--- config.mk ---
export PLATFORM = sky130hd
export DESIGN_NAME = afe_fmt_top
export DESIGN_NICKNAME = d
export VERILOG_FILES = /design/src/hw/afe_pkg.sv /design/src/hw/afe_ser_if.sv /design/src/hw/afe_ser_port.sv /design/src/hw/afe_fmt_top.sv
export SDC_FILE = /design/constraint.sdc
export NUM_CORES = 1
export LEC_CHECK = 0
export ABC_AREA = 1
export BUFFER_PORTS_ARGS = -buffer_cell sky130_fd_sc_hd__buf_4
export CAP_MARGIN = 25
export CORE_ASPECT_RATIO = 0.5
export CORE_UTILIZATION = 49
export DETAILED_ROUTE_END_ITERATION = 6
export PLACE_DENSITY_LB_ADDON = 0.3
export SLEW_MARGIN = 20
export SYNTH_ARGS = -nofsm -noshare
export SYNTH_HDL_FRONTEND = slang
export SYNTH_SLANG_ARGS = --single-unit
export TNS_END_PERCENT = 5
--- constraint.sdc ---
create_clock -name CLK_I -period 3.1 [get_ports CLK_I]
set_input_delay 0.62 -clock CLK_I [delete_from_list [all_inputs] [get_ports CLK_I]]
set_output_delay 0.62 -clock CLK_I [all_outputs]
set_load 0.01 [all_outputs]
--- src/hw/afe_pkg.sv ---
// Constants, field layout and types of the pixel formatter.
// Assumes one 50 MHz clock and a synchronous active-high reset.
// How it works
// RQ1 - Add black-level offset chosen by field.
// RQ2 - Invert gives full scale minus code.
// RQ3 - Format 0X: high bits, then low+flags.
// RQ4 - Format 10: seven bits plus flag twice.
// RQ5 - Format 11: four nibbles on upper pins.
// RQ6 - Colour flag high only for green.
// RQ7 - Over-range flag marks clipped inputs.
// RQ8 - Latency field delays output after sync.
// RQ9 - Host shifts address then data, MSB first.
// RQ10 - Input bits taken on serial clock rise.
// RQ11 - Load strobe writes shifted word to register.
// RQ12 - Write addresses keep bit four clear.
// RQ13 - Bit four set reads register back.
// RQ14 - Read-back bit changes on serial clock fall.
// RQ15 - Host holds output enable low for read-back.
// RQ16 - Next word shifts in during read-back.
// RQ17 - Correlated sampling bit resets to one.
// RQ18 - Gain and offset held per channel.
// RQ19 - Coefficients cycle or follow colour select.
// RQ20 - Cycle advances after the cycle pin rises.
// RQ21 - Host shifts exactly fourteen bits per word.
package afe_pkg;
  localparam logic [13:0] MAX_CODE = 14'h3fff; // Full scale.
  localparam logic [13:0] MID_CODE = 14'h1fff; // Mid scale.
  localparam logic [1:0] BL_FULL = 2'h2; // Offset by full scale.
  localparam logic [1:0] BL_NONE = 2'h3; // No offset.
  localparam logic [1:0] FMT_77 = 2'h2; // Seven plus seven.
  localparam logic [1:0] FMT_NIB = 2'h3; // Nibble format.
  localparam logic [1:0] CH_RED = 2'h0;
  localparam logic [1:0] CH_GREEN = 2'h1;
  localparam logic [1:0] CH_BLUE = 2'h2;
  // Serial register addresses.
  localparam logic [5:0] ADDR_SETUP1 = 6'h01;
  localparam logic [5:0] ADDR_SETUP2 = 6'h02;
  localparam logic [5:0] ADDR_SETUP3 = 6'h03;
  localparam logic [5:0] ADDR_OFF_R = 6'h20; // Offsets at 0x20..0x22.
  localparam logic [5:0] ADDR_GAIN_R = 6'h28; // Gains at 0x28..0x2a.
  localparam int NREG = 9;
  localparam logic [3:0] IDX_SETUP1 = 4'h0;
  localparam logic [3:0] IDX_SETUP2 = 4'h1;
  localparam logic [3:0] IDX_SETUP3 = 4'h2;
  localparam logic [3:0] IDX_OFF = 4'h3; // Red, green, blue follow.
  localparam logic [3:0] IDX_GAIN = 4'h6;
  localparam logic [7:0] SETUP1_RST = 8'h02; // Correlated sampling on.
  localparam int A4_BIT = 4; // Read-back select bit of the address.
  // Field positions.
  localparam int F_CDS = 1;
  localparam int F_INV = 2;
  localparam int F_BL = 3; // Two bits.
  localparam int F_FMT = 5; // Two bits.
  localparam int F_LAT = 0; // Two bits, setup 2.
  localparam int F_ACYC = 2;
  localparam int F_FME = 3;
  localparam int F_CSEL = 4; // Two bits.
  localparam int F_LBL = 6;
  localparam int F_FM = 0; // Two bits, setup 3.
  // Bus side.
  localparam logic [11:0] APB_STATUS = 12'h100;
  localparam int LAT_BASE_CYC = 4; // Cycles added to the latency field.
  localparam int LAT_W = 4;
  typedef enum logic [1:0] {AFE_IDLE, AFE_WAIT, AFE_SEND} afe_fsm_t;
  // Maps a serial address to {valid, index}.
  function automatic logic [4:0] afe_reg_idx(input logic [5:0] a);
    case (a)
      ADDR_SETUP1: afe_reg_idx = {1'b1, IDX_SETUP1};
      ADDR_SETUP2: afe_reg_idx = {1'b1, IDX_SETUP2};
      ADDR_SETUP3: afe_reg_idx = {1'b1, IDX_SETUP3};
      ADDR_OFF_R, ADDR_OFF_R + 6'h1, ADDR_OFF_R + 6'h2:
        afe_reg_idx = {1'b1, IDX_OFF + {2'h0, a[1:0]}};
      ADDR_GAIN_R, ADDR_GAIN_R + 6'h1, ADDR_GAIN_R + 6'h2:
        afe_reg_idx = {1'b1, IDX_GAIN + {2'h0, a[1:0]}};
      default: afe_reg_idx = 5'h00;
    endcase
  endfunction : afe_reg_idx
endpackage : afe_pkg

--- src/hw/afe_ser_if.sv ---
// Link between the serial control port and the register core.
// Assumes both ends run on the system clock.
`timescale 1ns/1ns
interface afe_ser_if;
  logic wr_stb; // One-cycle write pulse.
  logic [5:0] wr_addr; // Register address to write.
  logic [7:0] wr_data; // Data to write.
  logic [5:0] rd_addr; // Address whose contents are read back.
  logic [7:0] rd_data; // Contents at rd_addr.
  logic rd_active; // Read-back bits are on the serial output.
  logic ctrl_serial_out; // Current read-back bit.
  modport port(output wr_stb, wr_addr, wr_data, rd_addr, rd_active, ctrl_serial_out,
               input rd_data);
  modport core(input wr_stb, wr_addr, wr_data, rd_addr, rd_active, ctrl_serial_out,
               output rd_data);
endinterface : afe_ser_if

--- src/hw/afe_ser_port.sv ---
// Three-wire serial control port: shift in, write or start read-back.
// Assumes pins from outside the clock domain; clock much faster than SCK.
`timescale 1ns/1ns
module afe_ser_port
  import afe_pkg::*;
(
  input wire logic clk_i,
  input wire logic rst_i,
  input wire logic sclk_i,
  input wire logic serial_in_i,
  input wire logic load_strobe_i,
  afe_ser_if.port bus
);
  // Whole state of the port.
  typedef struct packed {
    logic [1:0] sck_s; // Serial clock synchroniser.
    logic sck_d; // Previous synchronised serial clock.
    logic [1:0] sdi_s; // Serial data synchroniser.
    logic [1:0] sen_s; // Load strobe synchroniser.
    logic sen_d;
    logic [13:0] sh; // Address and data shift register.
    logic [7:0] rd_sh; // Read-back shift register.
    logic [3:0] rd_cnt; // Read-back bits left.
    logic ctrl_serial_out;
    logic wr_stb;
    logic [5:0] wr_addr;
    logic [7:0] wr_data;
  } afe_ser_st_t;
  afe_ser_st_t st;
  afe_ser_st_t next_st;
  logic sck_rise;
  logic sck_fall;
  logic sen_rise;

  // Edges come from the second stage only.
  assign sck_rise = st.sck_s[1] & ~st.sck_d;
  assign sck_fall = ~st.sck_s[1] & st.sck_d;
  assign sen_rise = st.sen_s[1] & ~st.sen_d;
  assign bus.wr_stb = st.wr_stb;
  assign bus.wr_addr = st.wr_addr;
  assign bus.wr_data = st.wr_data;
  assign bus.rd_addr = {st.sh[13], 1'b0, st.sh[11:8]};
  assign bus.rd_active = (st.rd_cnt != 4'h0);
  assign bus.ctrl_serial_out = st.ctrl_serial_out;

  // Next state of the port.
  always_comb begin
    next_st = st;
    next_st.sck_s = {st.sck_s[0], sclk_i};
    next_st.sdi_s = {st.sdi_s[0], serial_in_i};
    next_st.sen_s = {st.sen_s[0], load_strobe_i};
    next_st.sck_d = st.sck_s[1];
    next_st.sen_d = st.sen_s[1];
    next_st.wr_stb = 1'b0;
    // Shifting goes on even while read-back runs. [RQ10] [RQ16]
    if (sck_rise) begin
      next_st.sh = {st.sh[12:0], st.sdi_s[1]};
    end
    // Read-back bits move on the falling serial clock. [RQ14]
    if (sck_fall && st.rd_cnt != 4'h0) begin
      next_st.rd_cnt = st.rd_cnt - 4'h1;
      next_st.ctrl_serial_out = st.rd_sh[6];
      next_st.rd_sh = {st.rd_sh[6:0], 1'b0};
    end
    if (sen_rise) begin
      if (st.sh[8 + A4_BIT]) begin
        // Read-back of the register with bit four cleared. [RQ13]
        next_st.rd_sh = bus.rd_data;
        next_st.ctrl_serial_out = bus.rd_data[7];
        next_st.rd_cnt = 4'h8;
      end else begin
        // Write of the shifted data word. [RQ11] [RQ12]
        next_st.wr_stb = 1'b1;
        next_st.wr_addr = st.sh[13:8];
        next_st.wr_data = st.sh[7:0];
      end
    end
  end

  // State register.
  always_ff @(posedge clk_i) begin
    if (rst_i) begin
      st <= '0;
    end else begin
      st <= next_st;
    end
  end
endmodule : afe_ser_port

--- src/hw/afe_fmt_top.sv ---
// Output formatter, register file and colour cycling of the front end.
// Assumes conversion inputs are stable in the clock domain around each
// pixel sync; sync, enable and cycle pins are asynchronous.
`timescale 1ns/1ns
module afe_fmt_top
  import afe_pkg::*;
(
  input wire logic CLK_I,
  input wire logic SYS_RST_I,
  input wire logic PSEL_I,
  input wire logic PENABLE_I,
  input wire logic PWRITE_I,
  input wire logic [11:0] PADDR_I,
  input wire logic [31:0] PWDATA_I,
  output logic [31:0] PRDATA_O,
  output logic PREADY_O,
  output logic PSLVERR_O,
  input wire logic signed [14:0] CONV_CODE_I,
  input wire logic CONV_OVR_I,
  input wire logic [1:0] CONV_CHAN_I,
  input wire logic PIXEL_SYNC_I,
  input wire logic CLAMP_OR_CYCLE_PIN_I,
  input wire logic OUTPUT_ENABLE_N_I,
  output logic [7:0] PIXEL_OUT_BUS_O,
  output logic PIXEL_OUT_OE_O,
  output logic PIXEL_VALID_O,
  input wire logic CTRL_SCLK_I,
  input wire logic CTRL_SERIAL_IN_I,
  input wire logic CTRL_LOAD_STROBE_I,
  output logic CORR_SAMPLE_EN_O,
  output logic [23:0] GAIN_CODE_O,
  output logic [23:0] OFFSET_CODE_O,
  output logic [1:0] COEF_SEL_O,
  output logic [1:0] INPUT_MUX_O
);

  // Whole state of the core.
  typedef struct packed {
    logic [1:0] sync_s; // Pixel sync synchroniser.
    logic sync_d;
    logic [1:0] oen_s; // Output enable synchroniser.
    logic [1:0] cyc_s; // Auto-cycle pin synchroniser.
    logic cyc_d;
    logic [NREG-1:0][7:0] cfg; // Register file.
    afe_fsm_t fsm;
    logic [LAT_W-1:0] lat; // Latency countdown.
    logic [1:0] widx; // Word being shown.
    logic [1:0] fmt; // Format held for the pixel.
    logic [13:0] dcode; // Offset and polarity applied code.
    logic cc;
    logic ov;
    logic out_valid;
    logic [7:0] pins; // Pixel word.
    logic p7; // Top pin, shared with read-back.
    logic oe;
    logic [1:0] cyc; // Auto-cycle colour.
    logic [1:0] coef;
    logic [1:0] mux;
    logic [31:0] prdata;
    logic pslverr;
  } afe_core_st_t;

  afe_core_st_t st;
  afe_core_st_t next_st;
  afe_ser_if bus ();
  logic cap; // Pixel sync edge.
  logic cyc_rise;
  logic [7:0] s1;
  logic [7:0] s2;
  logic [1:0] csel;
  logic signed [16:0] sum;
  logic [13:0] off;
  logic [13:0] clip;
  logic clip_ov;
  logic [4:0] ridx;
  logic [4:0] wr_idx; // Register index of the pending serial write.
  logic [4:0] aidx;
  logic amap;
  logic [7:0] wd;

  // Serial control port.
  afe_ser_port u_ser (
    .clk_i(CLK_I),
    .rst_i(SYS_RST_I),
    .sclk_i(CTRL_SCLK_I),
    .serial_in_i(CTRL_SERIAL_IN_I),
    .load_strobe_i(CTRL_LOAD_STROBE_I),
    .bus(bus.port)
  );

  // Builds word idx of the pixel in the held format.
  function automatic logic [7:0] afe_word(input logic [1:0] f, input logic [1:0] i,
                                          input logic [13:0] d, input logic c,
                                          input logic o);
    if (f == FMT_NIB) begin
      case (i)
        2'h0: afe_word = {d[13:10], 4'h0}; // [RQ5]
        2'h1: afe_word = {d[9:6], 4'h0};
        2'h2: afe_word = {d[5:2], 4'h0};
        default: afe_word = {d[1:0], c, o, 4'h0};
      endcase
    end else if (f == FMT_77) begin
      afe_word = (i == 2'h0) ? {d[13:7], c} : {d[6:0], o}; // [RQ4]
    end else begin
      afe_word = (i == 2'h0) ? d[13:6] : {d[5:0], c, o}; // [RQ3]
    end
  endfunction : afe_word

  assign s1 = st.cfg[IDX_SETUP1];
  assign s2 = st.cfg[IDX_SETUP2];
  assign cap = st.sync_s[1] & ~st.sync_d;
  assign cyc_rise = st.cyc_s[1] & ~st.cyc_d;
  assign csel = (s2[F_CSEL +: 2] == CH_BLUE) ? CH_BLUE : {1'b0, s2[F_CSEL]};
  assign ridx = afe_reg_idx(bus.rd_addr);
  assign wr_idx = afe_reg_idx(bus.wr_addr);
  assign bus.rd_data = ridx[4] ? st.cfg[ridx[3:0]] : 8'h00;
  assign aidx = afe_reg_idx(PADDR_I[7:2]);
  assign amap = (PADDR_I[11:8] == 4'h0) && (PADDR_I[1:0] == 2'h0) && aidx[4];

  // Black-level offset, clip and polarity of the incoming code.
  always_comb begin
    case (s1[F_BL +: 2])
      BL_NONE: off = 14'h0000; // [RQ1]
      BL_FULL: off = MAX_CODE;
      default: off = MID_CODE;
    endcase
    sum = 17'(CONV_CODE_I) + $signed({3'h0, off});
    clip_ov = 1'b0;
    if (sum < 0) begin
      clip = 14'h0000;
      clip_ov = 1'b1;
    end else if (sum > $signed({3'h0, MAX_CODE})) begin
      clip = MAX_CODE;
      clip_ov = 1'b1;
    end else begin
      clip = sum[13:0];
    end
    if (s1[F_INV]) begin
      clip = MAX_CODE - clip; // [RQ2]
    end
  end

  // Next state of the core.
  always_comb begin
    next_st = st;
    next_st.sync_s = {st.sync_s[0], PIXEL_SYNC_I};
    next_st.oen_s = {st.oen_s[0], OUTPUT_ENABLE_N_I};
    next_st.cyc_s = {st.cyc_s[0], CLAMP_OR_CYCLE_PIN_I};
    next_st.sync_d = st.sync_s[1];
    next_st.cyc_d = st.cyc_s[1];
    next_st.oe = ~st.oen_s[1];
    wd = st.pins;
    // Pixel pipeline: capture, wait the latency, then send words.
    case (st.fsm)
      AFE_IDLE: begin
        next_st.out_valid = 1'b0;
      end
      AFE_WAIT: begin
        if (st.lat == '0) begin
          next_st.fsm = AFE_SEND;
          next_st.widx = 2'h0;
          next_st.out_valid = 1'b1;
          wd = afe_word(st.fmt, 2'h0, st.dcode, st.cc, st.ov);
        end else begin
          next_st.lat = st.lat - LAT_W'(1);
        end
      end
      AFE_SEND: begin
        if (st.widx == ((st.fmt == FMT_NIB) ? 2'h3 : 2'h1)) begin
          next_st.fsm = AFE_IDLE;
          next_st.out_valid = 1'b0;
        end else begin
          next_st.widx = st.widx + 2'h1;
          wd = afe_word(st.fmt, st.widx + 2'h1, st.dcode, st.cc, st.ov);
        end
      end
      default: begin
        next_st.fsm = AFE_IDLE;
      end
    endcase
    // A new sync edge takes the conversion and restarts the count.
    if (cap) begin
      next_st.fsm = AFE_WAIT;
      next_st.out_valid = 1'b0;
      next_st.lat = LAT_W'(LAT_BASE_CYC) + LAT_W'(s2[F_LAT +: 2]); // [RQ8]
      next_st.dcode = clip; // [RQ1] [RQ2]
      next_st.fmt = s1[F_FMT +: 2];
      next_st.cc = (CONV_CHAN_I == CH_GREEN); // [RQ6]
      next_st.ov = CONV_OVR_I | clip_ov; // [RQ7]
    end
    next_st.pins = wd;
    // Read-back owns the top pin while it runs.
    next_st.p7 = bus.rd_active ? bus.ctrl_serial_out : wd[7]; // [RQ15]
    // Colour cycling in line-by-line mode. [RQ19] [RQ20]
    if (cyc_rise && s2[F_LBL] && s2[F_ACYC]) begin
      next_st.cyc = (st.cyc == CH_BLUE) ? CH_RED : st.cyc + 2'h1;
    end
    next_st.coef = (s2[F_LBL] && s2[F_ACYC]) ? st.cyc : csel; // [RQ19]
    next_st.mux = s2[F_FME] ? st.cfg[IDX_SETUP3][F_FM +: 2] : next_st.coef;
    // Bus read data and error are set up in the setup phase.
    if (PSEL_I && !PENABLE_I) begin
      next_st.pslverr = 1'b0;
      if (amap) begin
        next_st.prdata = {24'h0, st.cfg[aidx[3:0]]};
      end else if (PADDR_I == APB_STATUS) begin
        next_st.prdata = {24'h0, bus.rd_active, st.out_valid, st.fsm == AFE_WAIT,
                          st.cyc, st.cc, st.ov, st.oe};
      end else begin
        next_st.prdata = 32'h0;
        next_st.pslverr = 1'b1;
      end
    end
    // Bus write in the access phase, then a serial write on top. [RQ18]
    if (PSEL_I && PENABLE_I && PWRITE_I && amap) begin
      next_st.cfg[aidx[3:0]] = PWDATA_I[7:0];
    end
    if (bus.wr_stb && wr_idx[4] && !bus.wr_addr[A4_BIT]) begin
      next_st.cfg[wr_idx[3:0]] = bus.wr_data; // [RQ11] [RQ12]
    end
  end

  // State register.
  always_ff @(posedge CLK_I) begin
    if (SYS_RST_I) begin
      st <= '0;
      st.cfg[IDX_SETUP1] <= SETUP1_RST; // [RQ17]
    end else begin
      st <= next_st;
    end
  end

  assign PREADY_O = 1'b1;
  assign PRDATA_O = st.prdata;
  assign PSLVERR_O = st.pslverr;
  assign PIXEL_OUT_BUS_O = {st.p7, st.pins[6:0]};
  assign PIXEL_OUT_OE_O = st.oe;
  assign PIXEL_VALID_O = st.out_valid;
  assign CORR_SAMPLE_EN_O = s1[F_CDS]; // [RQ17]
  assign GAIN_CODE_O = {st.cfg[IDX_GAIN + 4'h2], st.cfg[IDX_GAIN + 4'h1], st.cfg[IDX_GAIN]};
  assign OFFSET_CODE_O = {st.cfg[IDX_OFF + 4'h2], st.cfg[IDX_OFF + 4'h1], st.cfg[IDX_OFF]};
  assign COEF_SEL_O = st.coef;
  assign INPUT_MUX_O = st.mux;
endmodule : afe_fmt_top

==> results.yml, run 1 <==
run_status:
  status: "completed"
clocking:
  post_cts.repair.setup_buffers: 0
  clk_pin_slew_ns: 0.07
  htreeDepth: 4
  clk_path_buf_depth: 2
  cts-root-buf: "clkbuf_16"
  clock_sinks: 180
  cts_made_buffers: 17
  clk_latency_ns: 0.45
  cts_tree: "yes"
setup_path:
  endpoint_kind: "flip-flop"
  slowest_delay_ns: 0.42
  cp_slowest_cell: "dfxtp_1"
  crit_chain: "nand2_1 > buf_4 > ha_1 > a21oi_1 > nand2_1 > nand2_1 > nand2_1 > nand2_1 > nand3_1 > nand2_2 > clkinvlp_4 > nand2_1 > a21oi_1 > nor2_1 > nor2_1"
  path_buf_inv: 2
  worstPathRequired_ns: 3.45
  path_common_cell: "nand2_1"
  cp_top_family: "simple AND/OR/NAND/NOR gates"
  cp_max_fo: 16
  critPathKind: "reg2reg"
  critPathArrivalTime_ns: 3.12
  critPathLaunchType: "flip-flop"
place:
  postPlaceCellArea_um2: 12700
  gp_congestion: 1.05
  post-dp-hpwl_mm: 27.7
  io_buffers: 120
power_and_ir_drop:
  pwr_density_cell_nw_per_um2: 394
  p_sw_share_pct: 29.1
  pwr-share-comb_pct: 12.6
  internal_power_mw: 3.71
  max-vdd-ir-drop_v: 0.000366
  power_switching_mw: 1.53
  leakagePower_nw: 6.65
  pwr-share-clk_pct: 41.2
  pwr-share-seq_pct: 46.2
synth:
  syn-instance-count: 1927
  synth_edf_count: 0
  netlist_area_um2: 12100
  ys_seq_area_share_pct: 29.8
  synthArstFlopShare_pct: 0
  synthTopCellsByArea: "dfxtp_1, nand2_1, inv_1"
  syn_area_per_cell_um2: 6.28
  ys_types: 47
  synth_seq_cells: 180
  netlist.area_leader.share_pct: 29.8
  ys_warn_count: 0
  synth-main-ff-cell: "dfxtp_1"
  yosys-top-cells-count: "nand2_1, inv_1, dfxtp_1"
  yosysMostFrequentCell: "nand2_1"
  yosysTopAreaCell: "dfxtp_1"
drt:
  postRouteAntennaNets: 0
  drcViolationCount: 0
  wl_per_cell_um: 16.4
  drt_iter0_drc: 1600
  postRouteWirelength_mm: 37.6
  viasPerCell: 5.38
  dr_total_vias: 12400
  first_pass_iters: 6
global_routing:
  antenna_found_initial: 0
  grt_start_max_net_pins: 60
  grt_remaining_overflow: 0
  grt_pass1_vias: 10600
  grt_usage_pct: 29.7
  grt_first_pass_wirelength_mm: 58.5
timing:
  setup_viol: 0
  drv_slew: 0
  fmax_mhz: 361
  fin_skew_ns: 0.0111
  rsz0062_at_grt: "no"
  hold_viol_final: 0
  post-route-min-period_ns: 2.77
  max_slew_margin_pct: 44.6
  fin_crit_sh_pct: 89.4
  fin_setup_tns_ns: 0
  tightest_slew_ns: 0.829
layout:
  drive_above_1_share_pct: 11.7
  fill_cells: 2476
  multi_input_area_um2: 6690
  seq_area_um2: 3600
  syn2layout_area_growth_pct: 9.87
  num_antenna_cells: 0
  fin_area_um2: 13300
  finalNetCount: 2064
floorplan:
  dieArea_um2: 25400
  start_util_pct: 50.2
  core.rowCount: 40
  io_pins: 170
  fp.dieH_um: 113
  dieWidth_um: 224
  coreArea_um2: 24100
run:
  maxCapViolations: 0
min_path:
  hp-class: "in2reg"
-- power by group through the flow --
stage | logic, mW | clock network [mW] | registers [mW]
3_5_place_dp | 0.641 | 0 | 2.47
2_1_floorplan | 0.466 | 0 | 2.44
6_report | 0.660 | 2.16 | 2.42
5_1_grt | 0.736 | 2.27 | 2.42
3_3_place_gp | 0.636 | 0 | 2.47
4_1_cts | 0.644 | 2.18 | 2.41
-- path summary, 6_finish.rpt --
check | startpoint | end | slack [ns] | cells past startpoint
max | s1[3] | st[52] | 0.33 | 15
min | CTRL_SCLK_I | u_ser.next_st[49] | 0.37 | 3
max reg2reg | s1[3] | st[52] | 0.33 | 15
min reg2reg | st[152] | PIXEL_OUT_OE_O | 0.38 | 1
-- cell families after synthesis --
kind of cell | Yosys count | share of synthesized area (%)
xor gates and xnor gates | 12 | 0.868
DFF | 180 | 29.8
buffers and inverters | 404 | 15.8
adders and majority gates | 43 | 4.51
other | 2 | 0.0620
AOI/OAI and AO/OA | 353 | 16.2
and+or+nand+nor | 933 | 32.9
-- per-layer routing --
layer	global-route usage (%)	wire length, um	part of all wire [%]
met1	41.6	17100	46
met2	43.7	15500	41
met3	7.40	3790	10
met4	11.5	1100	2.9
met5	0	0	0
-- flip-flops by register name, indices dropped and copies added (netlist names) --
name / cells
COEF_SEL_O: 2
OFFSET_CODE_O: 24
GAIN_CODE_O: 24
u_ser.st: 23
u_ser.bus.wr_addr: 5
PIXEL_VALID_O: 1
st: 40
u_ser.bus.rd_addr: 5
PRDATA_O: 8
u_ser.bus.wr_stb: 1
INPUT_MUX_O: 2
u_ser.bus.wr_data: 8
PIXEL_OUT_BUS_O: 8
u_ser.next_st: 5
PIXEL_OUT_OE_O: 1
u_ser.bus.ctrl_serial_out: 1
next_st: 5
s1: 8
s2: 8
PSLVERR_O: 1
-- through the flow --
step / instances / total power, mW / hold WS, ns / utilization (%) / setup slack [ns]
4_1_cts: 2296 / 5.24 / 0.363 / 55.1 / 0.176
2_1_floorplan: 1950 / 2.91 / 0.368 / - / 0.409
3_5_place_dp: 2264 / 3.11 / 0.372 / 52.7 / 0.142
6_report: 2297 / 5.24 / 0.371 / 55.1 / 0.328
3_3_place_gp: 2264 / 3.10 / 0.374 / 52.7 / 0.190
5_1_grt: 2297 / 5.43 / 0.387 / 55.1 / 0.0383
-- what timing repair did --
action	4_1_cts	5_1_grt
hold buffers	0	0
setup endpoints to repair	0	14
resized for setup	0	3
-- worst min-delay path, stage by stage --
cell    delay [ns]
buf_4         0.07
inv_1         0.03
nor2_1        0.06
-- cell usage in the layout (no fill, tap or decap), types with 9 or more instances in the layout --
| cell type | n |
|---|---|
| nor3_1 | 9 |
| ha_1 | 42 |
| o211ai_1 | 33 |
| buf_4 | 144 |
| o21bai_1 | 18 |
| a21oi_1 | 119 |
| nand2_1 | 543 |
| conb_1 | 25 |
| nand4_1 | 43 |
| nand2_2 | 13 |
| inv_2 | 11 |
| o21ai_0 | 154 |
| clkbuf_16 | 17 |
| nor2_1 | 151 |
| nand3_1 | 143 |
| dfxtp_1 | 180 |
| inv_1 | 219 |
-- area by class of cell --
| cell class | instances | share of cell area [%] |
|---|---|---|
| multi-input combinational | 1366 | 50.3 |
| sequential | 180 | 27.1 |
| timing repair buffer | 146 | 8.43 |
| inverter | 236 | 6.72 |
| clock buffer | 18 | 3.23 |
| tap | 336 | 3.16 |
| clock inverter | 14 | 1.06 |
| timing repair inverter | 1 | 0.0564 |
Note: power is estimated with default switching activity, not from simulation.
==> run 2, diff against run 1 <==
--- a/config.mk
+++ b/config.mk
@@ -5,7 +5,6 @@
 export SDC_FILE = /design/constraint.sdc
 export NUM_CORES = 1
 export LEC_CHECK = 0
-export ABC_AREA = 1
 export BUFFER_PORTS_ARGS = -buffer_cell sky130_fd_sc_hd__buf_4
 export CAP_MARGIN = 25
 export CORE_ASPECT_RATIO = 0.5
==> results.yml, run 2 <==
global_routing:
  grt_start_max_net_pins: 69
  grt_pass1_vias: 9408
  grt_usage_pct: 28.3
  grt_first_pass_wirelength_mm: 51.6
  grt_remaining_overflow: 0
  antenna_found_initial: 1
layout:
  instances_no_fill: 1713
  drive_above_1_share_pct: 18.1
  finalNetCount: 1516
  largest_register_ff_count: 40
  syn2layout_area_growth_pct: 13.4
  num_antenna_cells: 0
  final_util_pct: 57.7
  top_register: "st"
  layout_commonest_cell: "dfxtp_1"
  fill_cells: 2005
  final_cell_mix: "dfxtp_1, buf_4, nand2_1"
  seq_area_um2: 3600
  multi_input_area_um2: 6630
timing:
  rsz0062_at_grt: "no"
  fin_skew_ns: 0.0107
  post-route-min-period_ns: 2.88
  fmax_mhz: 347
  fin_ws_ns: 0.215
  hold_viol_final: 0
  fin_crit_sh_pct: 93.1
  max_slew_margin_pct: 37.5
  tightest_slew_ns: 0.936
  drv_slew: 0
  setup_viol: 0
setup_path:
  cp_max_fo: 8
  critPathArrivalTime_ns: 3.21
  endpoint_kind: "flip-flop"
  critPathLaunchType: "flip-flop"
  worstPathRequired_ns: 3.43
  critPathKind: "reg2reg"
place:
  placedCellCount: 1680
  io_buffers: 120
  preCtsSetupSlack_ns: -0.0238
  gp_congestion: 0.953
  post-dp-hpwl_mm: 25.5
drt:
  dr_total_vias: 10100
  drcViolationCount: 5
  viasPerCell: 5.91
  drt_iter0_drc: 1079
  wl_per_cell_um: 19.4
  postRouteWirelength_mm: 33.3
  first_pass_iters: 7
  postRouteAntennaNets: 0
floorplan:
  dieWidth_um: 216
  fp.dieH_um: 109
  core.rowCount: 38
  dieArea_um2: 23500
  io_pins: 170
  coreArea_um2: 22100
  start_util_pct: 50.9
power_and_ir_drop:
  pwr_density_cell_nw_per_um2: 403
  power.total_mw: 5.13
  max-vdd-ir-drop_v: 0.000444
  leakagePower_nw: 5.23
synth:
  netlist_area_um2: 11200
  yosysMostFrequentCell: "dfxtp_1"
  yosysTopAreaCell: "dfxtp_1"
  synth_edf_count: 0
  ys_seq_area_share_pct: 32.1
  syn-instance-count: 1354
  yosys-top-cells-count: "dfxtp_1, nand2_1, nor2_1"
  synth-main-ff-cell: "dfxtp_1"
  synthTopCellsByArea: "dfxtp_1, mux2i_1, buf_4"
  ys_types: 76
  synthArstFlopShare_pct: 0
  synth_seq_cells: 180
  netlist.area_leader.share_pct: 32.1
  ys_warn_count: 0
  syn_area_per_cell_um2: 8.29
clocking:
  cts-root-buf: "clkbuf_16"
  clk_path_buf_depth: 2
  clock_sinks: 180
  post_cts.repair.setup_buffers: 0
  hold_buffers: 0
  clk_latency_ns: 0.44
  cts_made_buffers: 17
  htreeDepth: 4
  cts-resized-gates: 0
  cts_tree: "yes"
  clk_pin_slew_ns: 0.08
run:
  maxCapViolations: 0
run_status:
  status: "complete, but fails checks"
  violations: "design-rule violations"
min_path:
  hp-class: "in2reg"
==> run 2: cell count changes after synthesis, moves of 25 or more <==
cell	delta
nand2_1	-375
inv_1	-194
nand4_1	-40
o211ai_1	-25
o21ai_0	-122
nand3_1	-122
a211oi_1	+90
mux2i_1	+102
nor2b_1	+35
==> run 2: cell type report <==
cell class | count | area share, %
inverter | 27 | 0.797
timing repair buffer | 178 | 11.0
clock inverter | 15 | 1.48
tap | 300 | 2.95
clock buffer | 17 | 3.34
multi-input combinational | 996 | 52.1
sequential | 180 | 28.3
==> run 2: metal layers <==
layer	up-vias	track usage, %	part of all wire (%)
met5	-	0	0.039
met4	2	7.39	1.5
met3	50	5.75	8.3
met2	440	45.2	44
met1	4784	39.1	46
li1	4845	-	-
==> run 2: path summary, 6_finish.rpt <==
kind	startpoint	to	slack (ns)	depth (start not counted)
worst max-delay path	s1[3]	st[63]	0.22	10
worst min-delay path	PIXEL_SYNC_I	next_st[155]	0.38	2
worst max register to register	s1[3]	st[63]	0.22	10
worst min register to register	st[152]	PIXEL_OUT_OE_O	0.39	1
==> run 2: worst max-delay path, cell delays in order, from the launching register on <==
cell and delay (ns):
dfxtp_1 0.38, nand2_4 0.13, ha_1 0.24, fa_1 0.39
a21oi_1 0.24, o211a_1 0.22, nor4_1 0.07, or3_1 0.39
and2_1 0.21, o211a_1 0.23, a221o_1 0.25
==> run 2: kinds of logic (layout without fill, tap and decap cells) <==
| group | count (synthesis) | in the layout | share of synthesized area (%) |
|---|---|---|---|
| adders and majority gates | 43 | 43 | 4.86 |
| buffers and inverters | 201 | 237 | 9.93 |
| other | 2 | 25 | 0.0669 |
| and+or+nand+nor | 449 | 449 | 18.6 |
| DFF | 180 | 180 | 32.1 |
| AOI/OAI and AO/OA | 338 | 338 | 20.5 |
| muxes | 121 | 121 | 12.3 |
| xor gates and xnor gates | 20 | 20 | 1.56 |
==> run 2: through the flow <==
stage | setup TNS [ns] | hold slack [ns] | cell area (um^2)
global route | 0 | 0.379 | 12700
global placement | 0 | 0.369 | 12100
finish | 0 | 0.382 | 12700
detailed placement | -0.0351 | 0.380 | 12100
CTS | 0 | 0.372 | 12700
floorplan | 0 | 0.368 | 11300
==> run 2: report_power, final <==
| part | switching [mW] | internal, mW | leakage (nW) |
|---|---|---|---|
| registers | 0.0427 | 2.35 | 1.46 |
| clock network | 1.06 | 1.16 | 0.300 |
| logic | 0.306 | 0.205 | 3.48 |
==> run 3, diff against run 2 <==
--- a/config.mk
+++ b/config.mk
@@ -14,5 +14,6 @@
 export SLEW_MARGIN = 20
 export SYNTH_ARGS = -nofsm -noshare
 export SYNTH_HDL_FRONTEND = slang
+export SYNTH_HIERARCHICAL = 1
 export SYNTH_SLANG_ARGS = --single-unit
 export TNS_END_PERCENT = 5
==> results.yml, run 3 <==
synth:
  yosysMostFrequentCell: "dfxtp_1"
  yosysTopAreaCell: "dfxtp_1"
  ys_seq_area_share_pct: 31.5
  synth_edf_count: 0
  netlist_area_um2: 11400
  netlist.area_leader.share_pct: 31.5
  synthArstFlopShare_pct: 0
  synthTopCellsByArea: "dfxtp_1, mux2i_1, buf_4"
  syn-instance-count: 1350
  syn_area_per_cell_um2: 8.48
  synth-main-ff-cell: "dfxtp_1"
  ys_types: 84
  synth_seq_cells: 180
  yosys-top-cells-count: "dfxtp_1, nand2_1, nor2_1"
  ys_warn_count: 6
clocking:
  hold_buffers: 0
  clock_sinks: 180
  cts_tree: "yes"
  clk_latency_ns: 0.45
  clk_path_buf_depth: 2
  cts_made_buffers: 17
  clk_pin_slew_ns: 0.07
  htreeDepth: 4
  cts-root-buf: "clkbuf_16"
global_routing:
  met2_usage_pct: 44.2
  grt_pass1_vias: 9121
  grt_start_max_net_pins: 52
  grt_usage_pct: 27.4
  grtUsageMet3_pct: 5.62
  grt_first_pass_wirelength_mm: 50.4
  antenna_found_initial: 0
  grtUsageMet1_pct: 36.7
  grt_remaining_overflow: 0
  grt-busiest-layer: "met2"
drt:
  drt_iter0_drc: 927
  dr_total_vias: 9954
  postRouteWirelength_mm: 32.2
  viasPerCell: 5.90
  postRouteAntennaNets: 0
  first_pass_iters: 7
  wl_per_cell_um: 19.1
  drcViolationCount: 2
timing:
  whs_ns: 0.377
  hold_viol_final: 0
  fin_crit_sh_pct: 93.6
  drv_slew: 0
  max_slew_margin_pct: 39.1
  setup_viol: 0
  tightest_slew_ns: 0.912
  fin_setup_tns_ns: 0
  rsz0062_at_grt: "no"
  fmax_mhz: 345
  fin_skew_ns: 0.0112
  post-route-min-period_ns: 2.90
floorplan:
  start_util_pct: 50.0
  fp.dieH_um: 110
  dieWidth_um: 218
  io_pins: 170
  core.rowCount: 39
  coreArea_um2: 22900
  dieArea_um2: 24000
layout:
  finalNetCount: 1483
  num_antenna_cells: 0
  fill_cells: 2112
  layout_commonest_cell: "dfxtp_1"
  seq_area_um2: 3600
  final_util_pct: 55.0
  largest_register_ff_count: 40
  fin_area_um2: 12600
  multi_input_area_um2: 6660
  syn2layout_area_growth_pct: 9.95
  top_register: "st"
  drive_above_1_share_pct: 18.1
  final_cell_mix: "dfxtp_1, buf_4, nand2_1"
power_and_ir_drop:
  pwr_density_cell_nw_per_um2: 391
  max-vdd-ir-drop_v: 0.000331
  power.total_mw: 4.92
  leakagePower_nw: 5.28
setup_path:
  rr_endpoint: "st[62]"
  worstPathRequired_ns: 3.43
  critPathArrivalTime_ns: 3.23
  endpoint_kind: "flip-flop"
  r2r_cells: 10
  critPathKind: "reg2reg"
  r2r_slack_ns: 0.20
  cp-endpoint: "st[62]"
  crit_path_start: "s1[4]"
  critPathLaunchType: "flip-flop"
  cp_max_fo: 4
  r2r_start: "s1[4]"
run_status:
  status: "complete, but fails checks"
  violations: "design-rule violations"
place:
  postPlaceCellArea_um2: 12000
  io_buffers: 120
  gp_congestion: 0.943
  post-dp-hpwl_mm: 24.3
run:
  maxCapViolations: 0
min_path:
  hp-class: "in2reg"
[run 3: cell types whose count changed in the layout (fill, tap and decap cells not counted), sizes merged, moves of 10 or more]
cell and change:
nand3 -10, a211oi -46, a22oi +11, buf -11, o211ai +16, nand2 -15, a21oi -10, a2111oi -11
o21ai +25, mux4 +11
[run 3: worst min-delay path by stage]
stage / endpoint / slack (ns) / cells past startpoint / startpoint
2_1_floorplan: PIXEL_OUT_OE_O / 0.37 / 1 / st[152]
5_1_grt: u_ser/next_st[44] / 0.38 / 2 / CTRL_LOAD_STROBE_I
6_report: u_ser/next_st[46] / 0.38 / 2 / CTRL_SERIAL_IN_I
3_3_place_gp: PIXEL_OUT_OE_O / 0.38 / 1 / st[152]
4_1_cts: u_ser/next_st[44] / 0.36 / 2 / CTRL_LOAD_STROBE_I
3_5_place_dp: PIXEL_OUT_OE_O / 0.38 / 1 / st[152]
[run 3: final cells by class]
type | count | area share, %
Clock buffer | 22 | 3.85
Clock inverter | 9 | 0.547
Inverter | 28 | 0.835
Multi-Input combinational cell | 975 | 52.9
Sequential cell | 180 | 28.6
Tap cell | 307 | 3.05
Timing Repair Buffer | 167 | 10.1
[run 3: worst max-delay path, cell delays in order, from the launching register on]
cell	delay, ns
dfxtp_1	0.35
nand2_2	0.10
ha_1	0.22
fa_1	0.39
a21o_1	0.20
a221oi_2	0.36
o21ai_1	0.19
or4b_1	0.48
nand4_1	0.13
mux2i_1	0.08
a311o_1	0.29
[run 3: metal layers]
metal	vias to the layer above	wire length, um	share of wire (%)
met4	0	643	2.0
met3	54	2320	7.2
met5	-	0	0
li1	4736	-	-
met1	4796	14500	45
met2	368	14800	46
[run 3: per-stage QoR]
stage          setup slack (ns)  instances
6_report                  0.199       1688
5_1_grt                 0.00821       1688
4_1_cts                   0.168       1688
3_5_place_dp            -0.0537       1657
3_3_place_gp         -0.0000635       1656
2_1_floorplan            0.0555       1374
[run 3: power by group]
part	switching (mW)	total (mW)	internal [mW]
Clock	0.962	2.08	1.12
Combinational	0.291	0.479	0.188
Sequential	0.0244	2.36	2.34
[run 3: what timing repair did]
| action | in CTS | in global routing |
|---|---|---|
| resized for setup | 0 | 1 |
| setup buffers | 0 | 0 |
| endpoints found under the setup margin | 0 | 5 |
| hold endpoints to repair | 0 | 0 |
[run 3: kinds of logic (layout without fill, tap and decap cells)]
| logic type | Yosys count | after routing | synth area share (%) |
|---|---|---|---|
| AOI/OAI and AO/OA | 313 | 313 | 18.5 |
| xor gates and xnor gates | 16 | 16 | 1.22 |
| adders and majority gates | 41 | 41 | 4.55 |
| buffers and inverters | 219 | 226 | 11.2 |
| DFF | 180 | 180 | 31.5 |
| muxes | 129 | 129 | 13.9 |
| other | 3 | 27 | 0.0984 |
| and+or+nand+nor | 449 | 449 | 19.0 |
